[config.mk]
export PLATFORM = sky130hd
export DESIGN_NAME = ddiq_top
export DESIGN_NICKNAME = d
export VERILOG_FILES = /design/src/hdl/ddiq_pkg.sv /design/src/hdl/ddiq_hbf.sv /design/src/hdl/ddiq_top.sv
export SDC_FILE = /design/constraint.sdc
export NUM_CORES = 2
export LEC_CHECK = 0
export BUFFER_PORTS_ARGS = -buffer_cell sky130_fd_sc_hd__buf_2
export CELL_PAD_IN_SITES_DETAIL_PLACEMENT = 1
export CELL_PAD_IN_SITES_GLOBAL_PLACEMENT = 1
export CORE_MARGIN = 2
export CORE_UTILIZATION = 40
export DETAILED_ROUTE_END_ITERATION = 8
export PLACE_DENSITY_LB_ADDON = 0.1
export SLEW_MARGIN = 20
export SYNTH_ARGS = -nofsm -noshare
export SYNTH_HDL_FRONTEND = slang
export SYNTH_HIERARCHICAL = 1
export SYNTH_SLANG_ARGS = --single-unit
[constraint.sdc]
create_clock -name CLK_SYS -period 15.6 [get_ports CLK_SYS]
set_input_delay 0.78 -clock CLK_SYS [delete_from_list [all_inputs] [get_ports CLK_SYS]]
set_output_delay 0.78 -clock CLK_SYS [all_outputs]
set_load 0.005 [all_outputs]
[src/hdl/ddiq_pkg.sv]
// Constants, state codes and sample-format helpers for the dual I/Q input path.
// Assumes one system clock; every slower event arrives as a sampled level.
package ddiq_pkg;

  // ==========================================================================
  // Sample format
  localparam int SAMPLE_W = 10;
  localparam int SAMPLE_MSB = SAMPLE_W - 1;
  localparam logic [9:0] MID_CODE = 10'h200;
  localparam logic [9:0] ZERO_CODE = 10'h000;

  // ==========================================================================
  // Half-band interpolator, 43 taps, every other tap zero except the centre
  localparam int FIR_TAPS = 43;
  localparam int HIST_LEN = (FIR_TAPS + 1) / 2;
  localparam int CENTER_IDX = 10;
  localparam logic signed [12:0] CENTER_COEF = 13'sh07CE;
  localparam int COEF_SHIFT = 11;
  localparam logic signed [12:0] HALF_COEF [0:10] = '{
    13'sh0001, -13'sh0003, 13'sh0008, -13'sh0010, 13'sh001D, -13'sh0032,
    13'sh0051, -13'sh0083, 13'sh00D8, -13'sh0190, 13'sh04F0};

  // ==========================================================================
  // Latency, counted in converter clock periods
  localparam int LAT_I = 55;
  localparam int LAT_Q = 56;
  localparam int FIR_DELAY = (FIR_TAPS - 1) / 2;
  localparam int DLY_I = LAT_I - FIR_DELAY;
  localparam int DLY_Q = LAT_Q - FIR_DELAY;

  // ==========================================================================
  // Reset / power-down control
  localparam logic [2:0] SLEEP_EDGES = 3'h4;

  typedef enum logic [1:0] {
    DDIQ_RUN = 2'b00,
    DDIQ_HELD = 2'b01,
    DDIQ_SLEEP = 2'b10
  } ddiq_state_t;

  // Offset binary to two's complement
  function automatic logic signed [9:0] ddiq_to_signed(input logic [9:0] code);
    ddiq_to_signed = {~code[SAMPLE_MSB], code[SAMPLE_MSB-1:0]};
  endfunction

  // Two's complement to offset binary
  function automatic logic [9:0] ddiq_to_code(input logic signed [9:0] s);
    ddiq_to_code = {~s[SAMPLE_MSB], s[SAMPLE_MSB-1:0]};
  endfunction

endpackage

[src/hdl/ddiq_hbf.sv]
// One channel of 2x half-band interpolation plus the latency-matching delay line.
// Assumes step is a one-cycle pulse per converter edge and phase alternates with it.
`timescale 1ns/10ps
module ddiq_hbf
  import ddiq_pkg::*;
#(
  parameter int DLY = DLY_I
) (
  input wire logic clk,
  input wire logic nrst,
  input wire logic clear,
  input wire logic step,
  input wire logic phase,
  input wire logic [9:0] din,
  output logic [9:0] dout
);

  logic signed [9:0] hist [0:HIST_LEN-1];
  logic signed [9:0] next_hist [0:HIST_LEN-1];
  logic [9:0] dly [0:DLY-1];
  logic [9:0] next_dly [0:DLY-1];
  logic signed [24:0] acc;
  logic signed [24:0] scaled;

  function automatic logic signed [12:0] tap_coef(input int k);
    tap_coef = (k <= CENTER_IDX) ? HALF_COEF[k] : HALF_COEF[HIST_LEN-1-k];
  endfunction

  function automatic logic signed [9:0] sat10(input logic signed [24:0] v);
    if (v > 25'sd511) begin
      sat10 = 10'sh1FF;
    end else if (v < -25'sd512) begin
      sat10 = -10'sh200;
    end else begin
      sat10 = v[9:0];
    end
  endfunction

  // ==========================================================================
  // Filter datapath
  always_comb begin
    next_hist = hist;
    next_dly = dly;
    acc = '0;
    scaled = '0;
    if (clear) begin
      next_hist = '{default: '0};
      next_dly = '{default: MID_CODE};
    end else if (step) begin
      if (!phase) begin
        // Even output: new sample shifts in, odd-numbered taps apply
        next_hist[0] = ddiq_to_signed(din);
        for (int k = 1; k < HIST_LEN; k++) begin
          next_hist[k] = hist[k-1];
        end
        for (int k = 0; k < HIST_LEN; k++) begin
          acc = acc + tap_coef(k) * next_hist[k];
        end
      end else begin
        // Odd output: only the centre tap is non-zero
        acc = CENTER_COEF * hist[CENTER_IDX];
      end
      scaled = acc >>> COEF_SHIFT;
      next_dly[0] = ddiq_to_code(sat10(scaled));
      for (int k = 1; k < DLY; k++) begin
        next_dly[k] = dly[k-1];
      end
    end
  end

  always_ff @(posedge clk or negedge nrst) begin
    if (!nrst) begin
      hist <= '{default: '0};
      dly <= '{default: MID_CODE};
    end else begin
      hist <= next_hist;
      dly <= next_dly;
    end
  end

  assign dout = dly[DLY-1];
endmodule

[src/hdl/ddiq_top.sv]
// Input interface of a dual I/Q converter: de-interleave, interpolate, update.
// Assumes all pins are synchronous to CLK_SYS, which runs well above the
// converter clock so that every edge of CONV_CLK and WR_STROBE is seen.
//
// Notes on behaviour
// - Ten-bit sample bus, bit nine most significant, plain binary weighting.
// - Each rising write strobe while running captures the bus into a channel register.
// - Select high writes the I register, select low the Q register.
// - Each rising converter clock while running updates I and Q outputs together.
// - On every other such edge each filter reads its own channel register.
// - Control held four or more converter clocks puts the device to sleep.
// - Control held fewer than four converter clocks acts as a reset only.
// - True output full scale at all ones, complement at all zeros.
// - Sample to update takes 55 periods for I and 56 for Q.
// - Each channel has a 43-tap half-band filter doubling the rate.
`timescale 1ns/10ps
module ddiq_top
  import ddiq_pkg::*;
(
  input wire logic CLK_SYS,
  input wire logic NRST,
  input wire logic [9:0] SAMPLE_BUS,
  input wire logic WR_STROBE,
  input wire logic CHAN_SEL,
  input wire logic CONV_CLK,
  input wire logic RST_SLEEP,
  output logic [9:0] I_TRUE_OUTPUT,
  output logic [9:0] I_COMPLEMENT_OUTPUT,
  output logic [9:0] Q_TRUE_OUTPUT,
  output logic [9:0] Q_COMPLEMENT_OUTPUT,
  output logic SLEEP_ACTIVE
);

  // ==========================================================================
  // Edge detection on the strobe pins
  logic wr_prev;
  logic conv_prev;
  logic wr_edge;
  logic conv_edge;

  // No reset: the flops follow the pins through reset, so a pin that is
  // already high at release gives no false edge
  always_ff @(posedge CLK_SYS) begin
    wr_prev <= WR_STROBE;
    conv_prev <= CONV_CLK;
  end

  assign wr_edge = WR_STROBE & ~wr_prev;
  assign conv_edge = CONV_CLK & ~conv_prev;

  // ==========================================================================
  // Reset / power-down control
  ddiq_state_t state;
  ddiq_state_t next_state;
  logic [2:0] held_cnt;
  logic [2:0] next_held_cnt;
  logic clear_pulse;
  logic next_clear_pulse;
  logic run;

  // Counting converter edges, not system cycles, keeps the threshold
  // independent of the ratio between the two clocks.
  always_comb begin
    next_state = state;
    next_held_cnt = held_cnt;
    next_clear_pulse = 1'b0;
    case (state)
      DDIQ_RUN: begin
        if (RST_SLEEP) begin
          next_state = DDIQ_HELD;
          next_held_cnt = 3'h0;
        end
      end
      DDIQ_HELD: begin
        if (!RST_SLEEP) begin
          next_state = DDIQ_RUN;
          next_clear_pulse = 1'b1;
        end else if (conv_edge) begin
          if (held_cnt == SLEEP_EDGES - 3'h1) begin
            next_state = DDIQ_SLEEP;
          end else begin
            next_held_cnt = held_cnt + 3'h1;
          end
        end
      end
      DDIQ_SLEEP: begin
        // Waking always starts from a clean state
        if (!RST_SLEEP) begin
          next_state = DDIQ_RUN;
          next_clear_pulse = 1'b1;
        end
      end
      default: begin
        next_state = DDIQ_RUN;
        next_clear_pulse = 1'b1;
      end
    endcase
  end

  always_ff @(posedge CLK_SYS or negedge NRST) begin
    if (!NRST) begin
      state <= DDIQ_RUN;
      held_cnt <= 3'h0;
      clear_pulse <= 1'b0;
    end else begin
      state <= next_state;
      held_cnt <= next_held_cnt;
      clear_pulse <= next_clear_pulse;
    end
  end

  assign run = (state == DDIQ_RUN) && !clear_pulse;
  assign SLEEP_ACTIVE = (state == DDIQ_SLEEP);

  // ==========================================================================
  // Channel input registers and I/Q pairing phase
  logic [9:0] i_reg;
  logic [9:0] q_reg;
  logic phase;
  logic [9:0] next_i_reg;
  logic [9:0] next_q_reg;
  logic next_phase;
  logic step;

  assign step = conv_edge && run;

  // Writes during a held reset are dropped: the data would be cleared anyway
  always_comb begin
    next_i_reg = i_reg;
    next_q_reg = q_reg;
    next_phase = phase;
    if (clear_pulse) begin
      next_i_reg = ZERO_CODE;
      next_q_reg = ZERO_CODE;
      next_phase = 1'b0;
    end else if (run) begin
      if (wr_edge && CHAN_SEL) begin
        next_i_reg = SAMPLE_BUS;
      end
      if (wr_edge && !CHAN_SEL) begin
        next_q_reg = SAMPLE_BUS;
      end
      if (step) begin
        next_phase = ~phase;
      end
    end
  end

  always_ff @(posedge CLK_SYS or negedge NRST) begin
    if (!NRST) begin
      i_reg <= ZERO_CODE;
      q_reg <= ZERO_CODE;
      phase <= 1'b0;
    end else begin
      i_reg <= next_i_reg;
      q_reg <= next_q_reg;
      phase <= next_phase;
    end
  end

  // ==========================================================================
  // Interpolators; Q runs one period longer to meet its pairing latency
  logic [9:0] i_code;
  logic [9:0] q_code;

  ddiq_hbf #(.DLY(DLY_I)) u_fir_i (
    .clk(CLK_SYS),
    .nrst(NRST),
    .clear(clear_pulse),
    .step(step),
    .phase(phase),
    .din(i_reg),
    .dout(i_code)
  );

  ddiq_hbf #(.DLY(DLY_Q)) u_fir_q (
    .clk(CLK_SYS),
    .nrst(NRST),
    .clear(clear_pulse),
    .step(step),
    .phase(phase),
    .din(q_reg),
    .dout(q_code)
  );

  // ==========================================================================
  // Output stage: true and complementary codes, both channels on one edge
  logic [9:0] next_i_true;
  logic [9:0] next_i_comp;
  logic [9:0] next_q_true;
  logic [9:0] next_q_comp;

  // Asleep, both legs carry no current
  always_comb begin
    if (SLEEP_ACTIVE) begin
      next_i_true = ZERO_CODE;
      next_i_comp = ZERO_CODE;
      next_q_true = ZERO_CODE;
      next_q_comp = ZERO_CODE;
    end else begin
      next_i_true = i_code;
      next_i_comp = ~i_code;
      next_q_true = q_code;
      next_q_comp = ~q_code;
    end
  end

  always_ff @(posedge CLK_SYS or negedge NRST) begin
    if (!NRST) begin
      I_TRUE_OUTPUT <= MID_CODE;
      I_COMPLEMENT_OUTPUT <= ~MID_CODE;
      Q_TRUE_OUTPUT <= MID_CODE;
      Q_COMPLEMENT_OUTPUT <= ~MID_CODE;
    end else begin
      I_TRUE_OUTPUT <= next_i_true;
      I_COMPLEMENT_OUTPUT <= next_i_comp;
      Q_TRUE_OUTPUT <= next_q_true;
      Q_COMPLEMENT_OUTPUT <= next_q_comp;
    end
  end
endmodule

==> results by group <==
GRT
  – GRT Total Usage: 22.2%
  – GR peak layer: met2
  – Met1 global-route usage: 30.7%
  – GRT met2 Usage: between 30% and 40%
  – Global Route met3 Usage: 3.93%
  – Gr ovfl total: 0
  – Vias in the first global route: 82.9k
  – Initial antenna violation count: 14
  – Largest net degree at the start of global routing: 170
  – First-pass GRT wire length: between 400000 and 500000 um

Worst setup path
  – Critical path's largest stage delay: 590 ps
  – Reg2Reg Depth: 40
  – CP Class: reg2reg
  – Reg-to-reg critical path startpoint: u_fir_q/hist[174]
  – Max Fanout on Critical Path: 9
  – Worst Path Required: 16310 ps
  – Worst Setup EP: u_fir_q/dly[347]
  – Worst reg2reg setup slack: 2660 ps
  – CP max-delay cell: fa_1
  – Endpoint type of the worst setup path: flip-flop
  – Type of element launching the critical path: flip-flop
  – Worst reg2reg endpoint: u_fir_q/dly[347]
  – Crit path top cell by count: fa_1
  – Data arrival, critical path: 13650 ps
  – Critical Path Start: u_fir_q/hist[174]

Yosys
  – EDFF count, synth: 0
  – Syn avg cell area: 10.2 um2
  – Flops & latches, synth: 1179
  – Synth Instances: roughly 11k
  – Synth cell types: around 100
  – Predominant post-synthesis flop cell: dfrtp_1
  – Ys async rst share: 99.8%
  – Post-Syn Area: 113000 um2
  – Total number of yosys warnings: 6
  – Post-synthesis sequential area ratio: between 20% and 30%
  – Mapped Nets: 14.0k
  – Area contributors post-synth: fa_1 28%, dfrtp_1 24%, ha_1 15%
  – Post-synth top area share: 27.7%
  – Area leader, netlist: fa_1

Die
  – DIE AREA: approximately 290000 um2
  – Die Ht: 536 um
  – CORE AREA: 282000 um2
  – Die X-Extent: 536 um
  – Starting Density: 40.2%
  – Row cnt: 195
  – IO Count: 57

Final layout
  – Area Overhead vs Synth: 8.08%
  – Largest register FFs: 340
  – Reg area: just under 30000 um2
  – Biggest register: u_fir_q/dly
  – Layout Nets: 13.9k
  – Share of post-route cells with drive strength above 1: 4.83%
  – Multi-input logic area: 73200 um2
  – # fillers: approximately 31k
  – Largest regs: u_fir_q/dly (340), u_fir_i/dly (330)
  – Non-filler instance count after layout: roughly 15k

Clock tree
  – Clock slew at reported path FFs: 60 ps
  – Clock sink total: 1179
  – Clk_lat worst skew: 840 ps
  – Root Driver: clkbuf_16
  – # resized after CTS: 0
  – Setup Buffers After CTS: 0
  – H-tree Lvls: 4
  – Maximum root-to-sink buffer count: 4
  – CTS tree: done
  – CTS buffer count: 151

Route
  – Post-DRT Antenna Nets: 0
  – WL per Instance: roughly 21 um
  – Vias per cell: 4.94
  – DRT Pass-1 Iters: 5
  – Initial DRC count: 3394
  – Final WL: ~310000 um
  – Vias: 73.3k
  – Post-route DRC: 0

Min path
  – Min-Delay Path Class: in2reg

Timing
  – Final setup vio count: 0
  – Setup tns final: 0 ps
  – Final hold vios: 0
  – Setup Skew: 74.5 ps
  – Final worst path period share: about 83%
  – Max-slew headroom: 19.2%
  – RSZ-0062 raised after global routing: no
  – Worst-margin pin slew: 1200 ps
  – Final min period: 12940 ps
  – Max Freq: 77.3 MHz
  – Slew Viols, Final: 0

Pwr
  – Leakage: 0.0613 uW
  – Total power: between 20000 and 25000 uW
  – Peak VDD IR: about 0.56 mV
  – Pwr Density: ~180 nW/um2

Place
  – Port buffer count: 56
  – DP Cell Count: 14.6k
  – Dpl hpwl: 249000 um
  – Routability cong.: 0.861

Run
  – Maxcap violations: 0

Outcome
  – Status: finished, final reports clean
-- routing by layer --
layer	vias up	wire [um]
met5	-	56
met2	837	145000
met3	302	14500
li1	33900	-
met4	10	7060
met1	38300	144000
-- cell type report --
class	count	area share, %
Sequential cell	1179	24.2
Antenna cell	1	0.00204
Timing Repair Buffer	122	0.772
Multi-Input combinational cell	7101	59.7
Clock inverter	49	0.538
Clock buffer	219	3.55
Tap cell	3743	3.82
Inverter	2422	7.42
-- metrics by stage --
stage / setup slack, ps / hold WS (ps) / area [um2] / util [%]
after floorplan: 4410 / 451 / 113000 / -
after global placement: 2820 / 388 / 117000 / 41.7
after detailed placement: 2710 / 400 / 117000 / 41.7
after CTS: 2620 / 32.9 / 123000 / 43.4
after global routing: 2030 / 72.2 / 123000 / 43.4
final: 2660 / 116 / 123000 / 43.4
-- report_power, final --
part           leakage (uW)  internal, uW  switching [uW]  total (uW)
Combinational        0.0427          5930            9630       15600
Sequential           0.0161          3180            84.1        3260
Clock               0.00245          2170            1430        3600
-- repair_timing --
action	4_1_cts	5_1_grt
hold endpoints to repair	96	0
hold buffers	2	0
endpoints found under the setup margin	0	0
-- how the worst min path moves through the flow --
| stage | start | to | slack, ps | cells past startpoint |
|---|---|---|---|---|
| after CTS | CONV_CLK | conv_prev | 30 | 1 |
| after floorplan | u_fir_i/dout[0] | I_COMPLEMENT_OUTPUT[0] | 450 | 2 |
| after detailed placement | u_fir_i/dout[4] | I_COMPLEMENT_OUTPUT[4] | 400 | 1 |
| after global routing | CONV_CLK | conv_prev | 70 | 1 |
| final | CONV_CLK | conv_prev | 120 | 1 |
| after global placement | u_fir_q/dout[0] | Q_COMPLEMENT_OUTPUT[0] | 390 | 1 |
-- cell families after synthesis --
group / after synthesis / share of synthesized area, %
AOI/OAI and AO/OA: 1082 / 5.85
xor gates and xnor gates: 412 / 3.23
adders and majority gates: 2883 / 42.2
buffers and inverters: 2786 / 9.39
DFF: 1179 / 26.1
muxes: 633 / 5.61
and+or+nand+nor: 2091 / 7.62
-- synth_stat cells, drive strengths merged (9+ instances only) --
cell and number:
or3 9, a21boi 22, o41ai 9, a31oi 19, a211o 70, ha 1315, o21ai 115, nand2 977
and2 43, nor2 815, or2 21, a211oi 26, and3 9, a21o 65, fa 1568, xnor2 315
nor3 41, nand3 29, nor2b 94, nor4 12, xor2 93, o21bai 51, inv 2419, mux2i 616
dfrtp 1088, o21a 34, buf 88, mux2 17, dfstp 89, a21oi 611, clkbuf 275, nand2b 17
-- critical path, delay by kind of cell, from the launching register on --
| family | cells | cell delay (ps) |
|---|---|---|
| flops | 1 | 490 |
| buf+inv | 8 | 600 |
| simple gates | 2 | 530 |
| compound gates | 13 | 3600 |
| fa+ha+maj | 15 | 7050 |
| xor+xnor | 2 | 540 |
-- cell usage in the layout (no fill, tap or decap), types with 9 or more instances in the layout --
cell	n
o21ai_0	107
o41ai_1	9
clkbuf_16	155
or2_2	20
inv_1	2418
and2_1	41
nand2_1	975
mux2_2	16
o21a_1	33
nor3_1	38
buf_2	55
o21bai_1	51
xor2_1	93
fa_1	1568
buf_4	52
nor2_1	811
a211oi_2	15
clkbuf_1	41
nor2b_1	92
clkinv_2	21
and3_1	9
bufinv_16	14
nand2b_1	15
clkbuf_8	23
a211o_1	69
a31oi_1	19
nor4_1	9
a21o_1	62
xnor2_1	314
a21oi_1	609
nand3_1	29
mux2i_1	616
a211oi_1	11
a21boi_0	22
dfrtp_1	1086
dfstp_2	89
ha_1	1314
buf_12	13
No activity file was read; power rests on OpenSTA's default activity.
